## src/esr_pkg.sv

```systemverilog
// Shared constants for the event status and execution fault register block
package esr_pkg;
  localparam int FLAG_W          = 8;
  localparam int REG_W           = 16;
  localparam int CODE_W          = 8;
  localparam int KEY_W           = 8;
  localparam int POWER_UP_BIT    = 7;
  localparam int USER_KEY_BIT    = 6;
  localparam int PARSE_FAULT_BIT = 5;
  localparam int EXEC_FAULT_BIT  = 4;
  localparam int HW_FAULT_BIT    = 3;
  localparam int QUERY_FAULT_BIT = 2;
  localparam int BUS_CTRL_BIT    = 1;
  localparam int OP_DONE_BIT     = 0;
  localparam int SUMMARY_BIT     = 5;
  localparam logic [7:0] CODE_NONE = 8'h00;
  localparam logic [7:0] CODE_MIN  = 8'h15;
  localparam logic [7:0] CODE_MAX  = 8'h40;
  localparam logic [7:0] MASK_RST  = 8'h00;
  localparam logic [7:0] FLAGS_RST = 8'h00;
  typedef enum logic [1:0] {
    ESR_IDLE = 2'b00,
    ESR_BUSY = 2'b01
  } esr_exec_t;
endpackage

```

## src/esr_evt_if.sv

```systemverilog
// Event strobes passed from the top to the flag register
`timescale 1ns/10ps
interface esr_evt_if;
  logic [7:0] set;
  logic       clr;
  logic [7:0] flags;
  modport src (output set, output clr, input flags);
  modport dst (input set, input clr, output flags);
endinterface

```

## src/esr_flag_reg.sv

```systemverilog
// Sticky event flag register with read-and-clear
`timescale 1ns/10ps
module esr_flag_reg (
  input wire logic clk_sys,
  input wire logic rst,
  esr_evt_if.dst   evt
);
  logic [7:0] flags;

  // Set beats clear so no event is lost during a read
  always_ff @(posedge clk_sys or posedge rst) begin
    if (rst) begin
      flags <= esr_pkg::FLAGS_RST;
    end else begin
      flags <= (evt.clr ? esr_pkg::FLAGS_RST : flags) | evt.set;
    end
  end

  assign evt.flags = flags;

  property p_set_survives;
    @(posedge clk_sys) disable iff (rst)
      (evt.clr && evt.set != 8'h00) |=> ((flags & $past(evt.set)) == $past(evt.set));
  endproperty
  a_set_survives: assert property (p_set_survives) else $error("event lost on clear");
endmodule

```

## src/esr_status_regs.sv

```systemverilog
// Event status flags, execution fault code and summary bit
`timescale 1ns/10ps
// Function
// - Status read returns flags then clears them
// - Read value is weighted sum bits 0-7
// - Bits above 7 always read zero
// - Power-up sets bit 7
// - Soft key sets bit 6, key recorded
// - Syntax error sets bit 5, code held
// - Execution error sets bit 4, code loaded if in range
// - Hardware fault sets bit 3
// - Empty read or lost output sets bit 2
// - Deadlock or early read sets bit 2
// - Command before response read: flush, bit 2
// - Bus control request bit reads zero
// - Operation-complete command sets bit 0
// - Commands execute strictly one at a time
// - Fault code read returns then clears
// - Fault code keeps most recent in-range error
// - Codes 21 to 64, zero if none
// - Mask selects flags into summary bit
module esr_status_regs (
  input  wire logic        clk_sys,
  input  wire logic        rst,
  input  wire logic        user_key_press,
  input  wire logic [7:0]  user_key_id,
  input  wire logic        parse_fault,
  input  wire logic [7:0]  parse_fault_code_in,
  input  wire logic        exec_fault,
  input  wire logic [7:0]  exec_fault_code_in,
  input  wire logic        hw_fault,
  input  wire logic        out_queue_read,
  input  wire logic        out_present,
  input  wire logic        out_lost,
  input  wire logic        in_buf_full,
  input  wire logic        out_buf_full,
  input  wire logic        read_before_end,
  input  wire logic        cmd_start,
  input  wire logic        cmd_done,
  input  wire logic        cmd_is_opc,
  input  wire logic        resp_pending,
  input  wire logic        flags_read,
  input  wire logic        code_read,
  input  wire logic        mask_write,
  input  wire logic [7:0]  mask_wdata,
  output logic      [15:0] event_status_flags,
  output logic      [7:0]  exec_fault_code,
  output logic      [7:0]  user_key_id_register,
  output logic      [7:0]  parse_fault_code,
  output logic      [7:0]  event_summary_mask,
  output logic             event_summary_bit,
  output logic             cmd_accept,
  output logic             out_flush
);
  esr_evt_if evt ();
  esr_pkg::esr_exec_t exec_state;
  logic       power_up_pend;
  logic       opc_seen;
  logic       cmd_go;
  logic [7:0] next_set;

  function automatic logic code_ok(input logic [7:0] c);
    code_ok = (c >= esr_pkg::CODE_MIN) && (c <= esr_pkg::CODE_MAX);
  endfunction

  // Power-up event is raised once after reset release
  always_ff @(posedge clk_sys or posedge rst) begin
    if (rst) begin
      power_up_pend <= 1'b1;
    end else begin
      power_up_pend <= 1'b0;
    end
  end

  // One command in flight; a new one waits for the last to finish
  assign cmd_accept = (exec_state == esr_pkg::ESR_IDLE);
  assign cmd_go     = cmd_start && cmd_accept;
  always_ff @(posedge clk_sys or posedge rst) begin
    if (rst) begin
      exec_state <= esr_pkg::ESR_IDLE;
    end else begin
      unique case (exec_state)
        esr_pkg::ESR_IDLE: begin
          if (cmd_go && !cmd_done) begin
            exec_state <= esr_pkg::ESR_BUSY;
          end
        end
        esr_pkg::ESR_BUSY: begin
          if (cmd_done) begin
            exec_state <= esr_pkg::ESR_IDLE;
          end
        end
        // Unused codes fall back to idle rather than lock the command path
        default: begin
          exec_state <= esr_pkg::ESR_IDLE;
        end
      endcase
    end
  end

  assign opc_seen  = cmd_go && cmd_is_opc;
  assign out_flush = cmd_go && resp_pending;

  always_comb begin
    next_set                              = 8'h00;
    next_set[esr_pkg::POWER_UP_BIT]       = power_up_pend;
    next_set[esr_pkg::USER_KEY_BIT]       = user_key_press;
    next_set[esr_pkg::PARSE_FAULT_BIT]    = parse_fault;
    next_set[esr_pkg::EXEC_FAULT_BIT]     = exec_fault;
    next_set[esr_pkg::HW_FAULT_BIT]       = hw_fault;
    next_set[esr_pkg::QUERY_FAULT_BIT]    = (out_queue_read && !out_present) || out_lost
                                          || (in_buf_full && out_buf_full) || read_before_end
                                          || out_flush;
    next_set[esr_pkg::BUS_CTRL_BIT]       = 1'b0;
    next_set[esr_pkg::OP_DONE_BIT]        = opc_seen;
  end

  assign evt.set = next_set;
  assign evt.clr = flags_read;

  esr_flag_reg u_flags (
    .clk_sys (clk_sys),
    .rst     (rst),
    .evt     (evt)
  );

  // Upper byte is reserved; the lower byte is the weighted sum itself
  assign event_status_flags = {8'h00, evt.flags};

  // Companion registers for key and parser code
  always_ff @(posedge clk_sys or posedge rst) begin
    if (rst) begin
      user_key_id_register <= 8'h00;
    end else if (user_key_press) begin
      user_key_id_register <= user_key_id;
    end
  end

  always_ff @(posedge clk_sys or posedge rst) begin
    if (rst) begin
      parse_fault_code <= 8'h00;
    end else if (parse_fault) begin
      parse_fault_code <= parse_fault_code_in;
    end
  end

  // Out-of-range codes are dropped so the register never holds a bad value
  always_ff @(posedge clk_sys or posedge rst) begin
    if (rst) begin
      exec_fault_code <= esr_pkg::CODE_NONE;
    end else if (exec_fault && code_ok(exec_fault_code_in)) begin
      exec_fault_code <= exec_fault_code_in;
    end else if (code_read) begin
      exec_fault_code <= esr_pkg::CODE_NONE;
    end
  end

  always_ff @(posedge clk_sys or posedge rst) begin
    if (rst) begin
      event_summary_mask <= esr_pkg::MASK_RST;
    end else if (mask_write) begin
      event_summary_mask <= mask_wdata;
    end
  end

  // Registered so the summary follows the flags by one cycle
  always_ff @(posedge clk_sys or posedge rst) begin
    if (rst) begin
      event_summary_bit <= 1'b0;
    end else begin
      event_summary_bit <= |(evt.flags & event_summary_mask);
    end
  end

  property p_read_clears;
    @(posedge clk_sys) disable iff (rst)
      (flags_read && next_set == 8'h00) |=> (event_status_flags == 16'h0000);
  endproperty
  a_read_clears: assert property (p_read_clears) else $error("status not cleared");

  property p_upper_zero;
    @(posedge clk_sys) disable iff (rst)
      event_status_flags[15:8] == 8'h00;
  endproperty
  a_upper_zero: assert property (p_upper_zero) else $error("reserved bits set");

  property p_rqc_zero;
    @(posedge clk_sys) disable iff (rst)
      !event_status_flags[esr_pkg::BUS_CTRL_BIT];
  endproperty
  a_rqc_zero: assert property (p_rqc_zero) else $error("bus control bit set");

  property p_hw_sets;
    @(posedge clk_sys) disable iff (rst)
      hw_fault |=> event_status_flags[esr_pkg::HW_FAULT_BIT];
  endproperty
  a_hw_sets: assert property (p_hw_sets) else $error("hw fault flag missed");

  property p_exec_load;
    @(posedge clk_sys) disable iff (rst)
      (exec_fault && code_ok(exec_fault_code_in))
        |=> (exec_fault_code == $past(exec_fault_code_in)) && event_status_flags[esr_pkg::EXEC_FAULT_BIT];
  endproperty
  a_exec_load: assert property (p_exec_load) else $error("exec code not loaded");

  property p_code_range;
    @(posedge clk_sys) disable iff (rst)
      exec_fault_code == esr_pkg::CODE_NONE || code_ok(exec_fault_code);
  endproperty
  a_code_range: assert property (p_code_range) else $error("exec code out of range");

  property p_code_clear;
    @(posedge clk_sys) disable iff (rst)
      (code_read && !exec_fault) |=> exec_fault_code == esr_pkg::CODE_NONE;
  endproperty
  a_code_clear: assert property (p_code_clear) else $error("exec code not cleared");

  property p_flush_qye;
    @(posedge clk_sys) disable iff (rst)
      (cmd_start && cmd_accept && resp_pending) |-> out_flush ##1 event_status_flags[esr_pkg::QUERY_FAULT_BIT];
  endproperty
  a_flush_qye: assert property (p_flush_qye) else $error("flush without query fault");

  property p_in_order;
    @(posedge clk_sys) disable iff (rst)
      (exec_state == esr_pkg::ESR_BUSY && !cmd_done) |=> !cmd_accept;
  endproperty
  a_in_order: assert property (p_in_order) else $error("command overlap");

  property p_summary;
    @(posedge clk_sys) disable iff (rst)
      ##1 event_summary_bit == $past(|(event_status_flags[7:0] & event_summary_mask));
  endproperty
  a_summary: assert property (p_summary) else $error("summary bit wrong");

  property p_pon_sets;
    @(posedge clk_sys) disable iff (rst)
      power_up_pend |=> event_status_flags[esr_pkg::POWER_UP_BIT];
  endproperty
  a_pon_sets: assert property (p_pon_sets) else $error("power-up flag missed");

  property p_key_sets;
    @(posedge clk_sys) disable iff (rst)
      user_key_press |=> event_status_flags[esr_pkg::USER_KEY_BIT] && (user_key_id_register == $past(user_key_id));
  endproperty
  a_key_sets: assert property (p_key_sets) else $error("key flag or id missed");

  property p_key_hold;
    @(posedge clk_sys) disable iff (rst)
      !user_key_press |=> $stable(user_key_id_register);
  endproperty
  a_key_hold: assert property (p_key_hold) else $error("key id changed");

  property p_parse_sets;
    @(posedge clk_sys) disable iff (rst)
      parse_fault |=> event_status_flags[esr_pkg::PARSE_FAULT_BIT] && (parse_fault_code == $past(parse_fault_code_in));
  endproperty
  a_parse_sets: assert property (p_parse_sets) else $error("parse flag or code missed");

  property p_parse_hold;
    @(posedge clk_sys) disable iff (rst)
      !parse_fault |=> $stable(parse_fault_code);
  endproperty
  a_parse_hold: assert property (p_parse_hold) else $error("parse code changed");

  property p_exec_flag;
    @(posedge clk_sys) disable iff (rst)
      exec_fault |=> event_status_flags[esr_pkg::EXEC_FAULT_BIT];
  endproperty
  a_exec_flag: assert property (p_exec_flag) else $error("exec flag missed");

  property p_hw_idle;
    @(posedge clk_sys) disable iff (rst)
      (flags_read && !hw_fault) |=> !event_status_flags[esr_pkg::HW_FAULT_BIT];
  endproperty
  a_hw_idle: assert property (p_hw_idle) else $error("hw flag without fault");

  property p_empty_read;
    @(posedge clk_sys) disable iff (rst)
      (out_queue_read && !out_present) |=> event_status_flags[esr_pkg::QUERY_FAULT_BIT];
  endproperty
  a_empty_read: assert property (p_empty_read) else $error("empty read not flagged");

  property p_lost;
    @(posedge clk_sys) disable iff (rst)
      out_lost |=> event_status_flags[esr_pkg::QUERY_FAULT_BIT];
  endproperty
  a_lost: assert property (p_lost) else $error("lost output not flagged");

  property p_deadlock;
    @(posedge clk_sys) disable iff (rst)
      (in_buf_full && out_buf_full) |=> event_status_flags[esr_pkg::QUERY_FAULT_BIT];
  endproperty
  a_deadlock: assert property (p_deadlock) else $error("deadlock not flagged");

  property p_early_read;
    @(posedge clk_sys) disable iff (rst)
      read_before_end |=> event_status_flags[esr_pkg::QUERY_FAULT_BIT];
  endproperty
  a_early_read: assert property (p_early_read) else $error("early read not flagged");

  property p_flush_take;
    @(posedge clk_sys) disable iff (rst)
      out_flush |-> (cmd_start && cmd_accept && resp_pending);
  endproperty
  a_flush_take: assert property (p_flush_take) else $error("flush without take");

  property p_opc_sets;
    @(posedge clk_sys) disable iff (rst)
      (cmd_start && cmd_accept && cmd_is_opc) |=> event_status_flags[esr_pkg::OP_DONE_BIT];
  endproperty
  a_opc_sets: assert property (p_opc_sets) else $error("op complete flag missed");

  property p_opc_idle;
    @(posedge clk_sys) disable iff (rst)
      (flags_read && !(cmd_start && cmd_accept && cmd_is_opc)) |=> !event_status_flags[esr_pkg::OP_DONE_BIT];
  endproperty
  a_opc_idle: assert property (p_opc_idle) else $error("op complete flag without command");

  property p_free_after_done;
    @(posedge clk_sys) disable iff (rst)
      (exec_state == esr_pkg::ESR_BUSY && cmd_done) |=> cmd_accept;
  endproperty
  a_free_after_done: assert property (p_free_after_done) else $error("not free after done");

  property p_code_keep;
    @(posedge clk_sys) disable iff (rst)
      (!exec_fault && !code_read) |=> $stable(exec_fault_code);
  endproperty
  a_code_keep: assert property (p_code_keep) else $error("exec code changed");

  property p_mask_load;
    @(posedge clk_sys) disable iff (rst)
      mask_write |=> (event_summary_mask == $past(mask_wdata));
  endproperty
  a_mask_load: assert property (p_mask_load) else $error("mask not loaded");

  property p_hw_beats_clear;
    @(posedge clk_sys) disable iff (rst)
      (flags_read && hw_fault) |=> event_status_flags[esr_pkg::HW_FAULT_BIT];
  endproperty
  a_hw_beats_clear: assert property (p_hw_beats_clear) else $error("fault lost on read");
endmodule

```

## config.mk

```make
export PLATFORM = sky130hd
export DESIGN_NAME = esr_status_regs
export DESIGN_NICKNAME = d
export VERILOG_FILES = /design/src/esr_pkg.sv /design/src/esr_evt_if.sv /design/src/esr_flag_reg.sv /design/src/esr_status_regs.sv
export SDC_FILE = /design/constraint.sdc
export NUM_CORES = 1
export LEC_CHECK = 0
export BUFFER_PORTS_ARGS = -buffer_cell sky130_fd_sc_hd__buf_2
export CAP_MARGIN = 30
export CELL_PAD_IN_SITES_DETAIL_PLACEMENT = 1
export CELL_PAD_IN_SITES_GLOBAL_PLACEMENT = 1
export CORE_ASPECT_RATIO = 0.5
export CORE_MARGIN = 2
export CORE_UTILIZATION = 35
export DETAILED_ROUTE_END_ITERATION = 7
export PLACE_DENSITY = 0.93
export SKIP_LAST_GASP = 1
export SLEW_MARGIN = 15
export SYNTH_ARGS = -nofsm -noshare
export SYNTH_HDL_FRONTEND = slang
export SYNTH_SLANG_ARGS = --single-unit
```

## constraint.sdc

```tcl
create_clock -name clk_sys -period 3.2 [get_ports clk_sys]
set_clock_uncertainty 0.1 [all_clocks]
set_input_delay 0.32 -clock clk_sys [delete_from_list [all_inputs] [get_ports clk_sys]]
set_output_delay 0.32 -clock clk_sys [all_outputs]
set_load 0.01 [all_outputs]
```

==> results of run 1 <==
## power groups by stage
stage	registers (mW)	logic, mW	clock network [mW]
3_3_place_gp	0.607	0.181	0
5_1_grt	0.607	0.215	0.453
6_report	0.602	0.200	0.425
2_1_floorplan	0.626	0.0843	0
3_5_place_dp	0.611	0.193	0
4_1_cts	0.602	0.195	0.436
## cell usage after synthesis
library cell	number
a211oi_1	1
a21o_1	5
a21oi_1	1
a221oi_1	1
a222oi_1	1
a22o_1	1
a22oi_1	2
a32o_1	1
and2_1	1
and3_2	1
buf_4	9
buf_6	1
clkbuf_1	3
conb_1	1
dfrtp_1	41
dfstp_2	1
inv_1	4
mux2_2	24
mux2_4	5
nand2_1	2
nand2b_1	1
nand3_1	1
nand3b_1	1
nor2_1	3
nor2b_1	8
nor3_1	2
nor4b_1	1
o211ai_1	1
o21ai_0	1
## logic make-up (layout without fill, tap and decap cells)
group | count (synthesis) | after routing | share of synthesized area [%]
compound gates | 15 | 15 | 6.61
buf+inv | 17 | 107 | 6.03
flops | 42 | 42 | 60.4
mux | 29 | 29 | 19.8
other cells | 1 | 10 | 0.215
simple gates | 21 | 21 | 6.90
## worst paths after layout
path,slack [ps],end
max,1540,exec_fault_code[4]$_DFFE_PP0P_
min,70,exec_state[0]$_DFFE_PP0P_
max reg2reg,2020,u_flags.evt.flags[2]$_DFF_PP0_
min reg2reg,410,user_key_id_register[4]$_DFFE_PP0P_
max in group asynchronous,2080,user_key_id_register[7]$_DFFE_PP0P_
min in group asynchronous,400,exec_fault_code[7]$_DFFE_PP0P_
## cell type report
cell class / instances / area [um2]
clock inverters: 3 / 43.8
flip-flops and latches: 42 / 1050
clock buffers: 5 / 68.8
well taps: 70 / 87.6
multi-input cells: 75 / 618
repair buffers: 95 / 505
inverters: 4 / 15.0
fillers: 567 / 2470
## critical path, stage by stage
cell and delay [ps]:
buf_2 120, o211ai_1 220, a211oi_1 130, nor2b_1 600, mux2_4 350
## layer usage
layer	vias up	share of wire (%)
met5	-	0
met4	0	4.7
met1	694	37
met2	45	54
li1	613	-
met3	24	3.9
## metrics by stage
step                      power [mW]  worst slack [ps]  hold WS [ps]  std cells
after floorplan                0.710              1720           286        134
after global placement         0.788              1390           374        284
after detailed placement       0.804              1290           391        284
after CTS                       1.23              1580          70.4        292
after global routing            1.28              1500          75.3        294
final                           1.23              1540          74.9        294
## sequential cells by signal, indices dropped and copies added (netlist names)
name / count
parse_fault_code: 8
u_flags.evt.flags: 7
exec_state: 1
event_summary_mask: 8
power_up_pend: 1
event_summary_bit: 1
exec_fault_code: 8
user_key_id_register: 8
## repair_timing
item,in CTS,in global routing
resized for setup,0,0
endpoints found under the hold margin,0,3
hold buffers,0,1
## placed cells by master (no fill, tap or decap), drive strengths merged, types with 2 or more instances in the layout
cell type	count
a21o	5
a22oi	2
buf	94
clkbuf	5
conb	10
dfrtp	41
inv	5
mux2	29
nand2	2
nor2	3
nor2b	8
nor3	2
==> flow_metrics.py, run 1 <==
metrics = {
    "global_routing": {
        "antenna_found_initial": 0,
        "grtUsageTotal_pct": 18.9,
        "grt_pass1_wl_um": 7790,
        "overflow": 0,
        "grt_pass1_vias": 1468,
        "grt_max_degree": 26,
        "use_met3_pct": 4.60,
        "grtUsageMet1_pct": 18.5,
        "use_met2_pct": 38.0,
        "busiest_layer": "met2",
    },
    "place": {
        "io_buffers": 92,
        "post_dp_cell_area_um2": 2240,
        "dpl.hpwl_um": 4010,
        "place_congestion": 0.753,
    },
    "timing": {
        "max-slew-margin-rel_pct": 51.0,
        "post-route-min-period_ps": 1660,
        "tightest_slew_ps": 734,
        "finalSetupTns_ps": 0,
        "final.period_utilization_pct": 51.8,
        "max_freq_mhz": 603,
        "setup_viol": 0,
        "grt_setup_unrepaired": "false",
        "final_hold_viol_count": 0,
        "final-max-slew-violation-count": 0,
    },
    "power": {
        "p_leak_nw": 1.23,
        "pwr-share-clk_pct": 34.7,
        "seqPwrFrac_pct": 49.0,
        "power_switching_mw": 0.321,
        "power.internal_mw": 0.906,
        "irDropWorstVdd_uv": 191,
        "pwr_density_cell_nw_per_um2": 513,
        "pwr-share-comb_pct": 16.3,
        "switching_share_pct": 26.2,
    },
    "clocking": {
        "cts_buffers": 5,
        "cts.sinks": 42,
        "clk_pin_slew_worst_paths_ps": 90,
        "cts_tree": "built",
        "htree_num_levels": 2,
        "cts_setup_buffers": 0,
        "clk_latency_ps": 300,
        "clk_path_buf_depth": 2,
        "root_buffer": "clkbuf_8",
    },
    "yosys": {
        "synth_cell_types": 29,
        "ys.warnings.count": 0,
        "synth_top_area_share_pct": 58.9,
        "synth_top_cell_by_area": "dfrtp_1",
        "ys_seq_elements": 42,
        "avgSynthCellArea_um2": 13.9,
        "synth.area.top_cells": "dfrtp_1, mux2_2, mux2_4",
        "syn_inst": 125,
        "syn_area_um2": 1740,
        "synth_seq_area_share_pct": 60.4,
    },
    "worst_setup_path": {
        "r2r-start": "exec_state[0]$_DFFE_PP0P_",
        "cp.arrival_ps": 1750,
        "critical_path_class": "in -> reg",
        "start_kind": "input port",
        "startpoint": "exec_fault_code_in[0]",
        "reg2regPathDepth": 4,
        "worst_setup_path_end_kind": "register",
        "cp_max_fo": 7,
        "cp.required_ps": 3290,
    },
    "routing": {
        "antenna_left": 0,
        "wl_um": 5320,
        "drtIter0Drc": 54,
        "post-route-drc-count": 0,
        "dr.pass1.iters": 4,
        "via_per_inst": 4.68,
        "post_drt_wl_per_cell_um": 18.1,
        "num_vias": 1376,
    },
    "die": {
        "die_x_um": 104,
        "start_util_pct": 35.8,
        "die_area_um2": 5590,
        "dieHeight_um": 53.9,
        "num_rows": 18,
        "core-area_um2": 4860,
        "ioPinCount": 102,
    },
    "final_layout": {
        "final_core_util_pct": 49.2,
        "drive_above_1_share_pct": 59.4,
        "final_area_um2": 2390,
        "final_nets": 274,
        "syn2layout_area_growth_pct": 37.3,
        "diodes": 0,
    },
    "min_path": {
        "min_from": "cmd_done",
        "hold_class": "in -> reg",
        "hold_path_depth": 2,
    },
    "status": {
        "status": "complete, no violations",
    },
    "job": {
        "max_cap_violations": 0,
    },
}
Power figures use the tool's default switching activity.
==> run 2: changes to the inputs <==
--- a/config.mk
+++ b/config.mk
@@ -11,9 +11,9 @@
 export CELL_PAD_IN_SITES_GLOBAL_PLACEMENT = 1
 export CORE_ASPECT_RATIO = 0.5
 export CORE_MARGIN = 2
-export CORE_UTILIZATION = 35
+export CORE_UTILIZATION = 29
 export DETAILED_ROUTE_END_ITERATION = 7
-export PLACE_DENSITY = 0.93
+export PLACE_DENSITY = 0.84
 export SKIP_LAST_GASP = 1
 export SLEW_MARGIN = 15
 export SYNTH_ARGS = -nofsm -noshare
==> constraint.sdc (replaced) <==
create_clock -name clk_sys -period 1.5 [get_ports clk_sys]
set_clock_uncertainty 0.1 [all_clocks]
set_input_delay 0.15 -clock clk_sys [delete_from_list [all_inputs] [get_ports clk_sys]]
set_output_delay 0.15 -clock clk_sys [all_outputs]
set_load 0.01 [all_outputs]
==> run 2 against run 1 <==
Effect of this change: non-clock buffer count grew 15; total power grew 130%; clock-buffer cell count grew 2; register-to-register slack lost 1700 ps; via count grew 5.2%; clock power grew to 2.5 times the previous value; first-iteration DRC count shrank 26%; hold slack lost 68 ps; die area grew 19%; sequential share of layout area shrank 2.9 points; final cell count grew 6.1%; highest routed layer unchanged.
==> flow_metrics.py, run 2 (synthesis gave the netlist of run 1 again) <==
metrics = {
    "routing": {
        "routed.top_layer": "met4",
        "wl_met3_um": 190,
        "antenna_left": 0,
        "drtIter0Drc": 40,
        "dr.pass1.iters": 4,
        "wl_met1_um": 2230,
        "post_drt_wl_per_cell_um": 19.4,
        "post-route-drc-count": 0,
        "via_per_inst": 4.64,
        "route.met2.wl_um": 3430,
        "wl_um": 6050,
        "num_vias": 1447,
    },
    "timing": {
        "max_freq_mhz": 717,
        "grt_setup_unrepaired": "false",
        "setup_viol": 0,
        "final-max-slew-violation-count": 0,
        "post-route-min-period_ps": 1390,
        "final_hold_viol_count": 0,
        "final.period_utilization_pct": 92.9,
        "holdWs_ps": 6.74,
    },
    "die": {
        "die_area_um2": 6680,
        "num_rows": 19,
        "die_x_um": 114,
        "core-area_um2": 5630,
        "dieHeight_um": 58.8,
        "ioPinCount": 102,
        "start_util_pct": 30.9,
    },
    "job": {
        "max_cap_violations": 0,
    },
    "worst_setup_path": {
        "crit_slowest_cell": "dfrtp_1",
        "reg2regPathDepth": 4,
        "r2r-start": "exec_state[0]$_DFFE_PP0P_",
        "critical_path_class": "reg -> out",
        "worst_setup_path_end_kind": "output pin",
        "reg2reg_to": "u_flags.evt.flags[2]$_DFF_PP0_",
        "r2r_slack_ps": 330,
        "cpPeakStageDelay_ps": 400,
        "cp_cell_sequence": "nor2b_1, and2_1, buf_2",
        "crit_family": "flip-flops",
        "cp.required_ps": 1250,
        "critPathBufInv": 1,
        "start_kind": "register",
        "cp.arrival_ps": 1140,
        "cp_max_fo": 3,
    },
    "global_routing": {
        "grtUsageTotal_pct": 18.6,
        "grt_pass1_wl_um": 9110,
        "grt_pass1_vias": 1636,
        "grt_max_degree": 35,
        "antenna_found_initial": 0,
        "overflow": 0,
    },
    "final_layout": {
        "syn2layout_area_growth_pct": 47.0,
        "final_cell_mix": "buf_2, dfrtp_1, mux2_2",
        "stdcell_count": 312,
        "mostFrequentLayoutCell": "buf_2",
        "final_nets": 289,
        "drive_above_1_share_pct": 58.2,
        "fillCellCount": 629,
        "diodes": 0,
    },
    "place": {
        "io_buffers": 92,
        "place_inst": 294,
        "place_congestion": 0.864,
        "dpl.hpwl_um": 3740,
    },
    "clocking": {
        "clk_pin_slew_worst_paths_ps": 60,
        "cts_buffers": 5,
        "cts_tree": "built",
        "clk_path_buf_depth": 2,
        "cts.sinks": 42,
        "root_buffer": "clkbuf_16",
        "clk_latency_ps": 280,
        "htree_num_levels": 2,
    },
    "status": {
        "status": "complete, no violations",
    },
    "power": {
        "irDropWorstVdd_uv": 628,
        "p_leak_nw": 1.31,
        "pwr_density_cell_nw_per_um2": 1100,
    },
    "min_path": {
        "hold_path_end": "parse_fault_code[3]$_DFFE_PP0P_",
        "hold_path_depth": 2,
        "hold_class": "in -> reg",
        "min_from": "parse_fault_code_in[3]",
    },
}
-- run 2: cell count changes in the layout (fill, tap and decap cells not counted) --
cell           change
inv_6              -1
dlygate4sd3_1      +9
bufinv_16          -1
nor2b_2            +1
clkbuf_16          +5
buf_16             -1
buf_12             +1
clkbuf_8           -4
buf_4              +6
clkbuf_1           +1
nor2b_1            -1
-- run 2: cell type report --
type / instances / area, um2 / share of cell area (%)
timing repair buffer: 110 / 633 / 24.7
clock buffer: 7 / 143 / 5.57
clock inverter: 1 / 5.00 / 0.196
sequential: 42 / 1050 / 41.1
tap: 73 / 91.3 / 3.57
multi-input combinational: 75 / 621 / 24.2
inverter: 4 / 15.0 / 0.587
-- run 2: worst max path at each step --
stage | start | end | cells past startpoint
2_1_floorplan | exec_fault_code_in[0] | exec_fault_code[0]$_DFFE_PP0P_ | 5
3_3_place_gp | exec_fault_code_in[0] | exec_fault_code[2]$_DFFE_PP0P_ | 5
3_5_place_dp | exec_fault_code_in[0] | exec_fault_code[3]$_DFFE_PP0P_ | 5
4_1_cts | exec_fault_code_in[0] | exec_fault_code[3]$_DFFE_PP0P_ | 5
5_1_grt | exec_fault_code_in[0] | exec_fault_code[3]$_DFFE_PP0P_ | 6
6_report | exec_state[0]$_DFFE_PP0P_ | out_flush | 3
-- run 2: worst register-to-register path: stages (launching register included) --
cell and delay, ps:
dfrtp_1 370, nor2b_1 70, and2_1 160, a221oi_1 220
nand2_1 110
-- run 2: what timing repair did --
| item | 4_1_cts | 5_1_grt |
|---|---|---|
| hold buffers | 10 | 0 |
| buffers inserted | 0 | 0 |
| setup endpoints to repair | 0 | 6 |
| resized for setup | 0 | 1 |
| endpoints found under the hold margin | 16 | 0 |
-- run 2: where the power goes --
group | internal (mW) | switching, mW
sequential | 1.23 | 0.0687
clock | 0.659 | 0.411
combinational | 0.234 | 0.230
-- run 2: layer usage --
metal  GRT usage (%)  up-vias
met1            18.8      753
met2            37.7       38
met3            4.53       18
li1                -      638
met5               0        -
met4            7.14        0
-- run 2: stage by stage --
stage               total power, mW  cell area (um2)  TNS, ps  worst slack (ps)  utilization, %
CTS                            2.85             2560        0              58.2            45.4
global placement               1.70             2310     -689              -126            41.0
global route                   2.94             2560        0              5.43            45.4
floorplan                      1.52             1780        0               191               -
finish                         2.83             2560        0               106            45.4
detailed placement             1.73             2310    -1350              -238            41.0
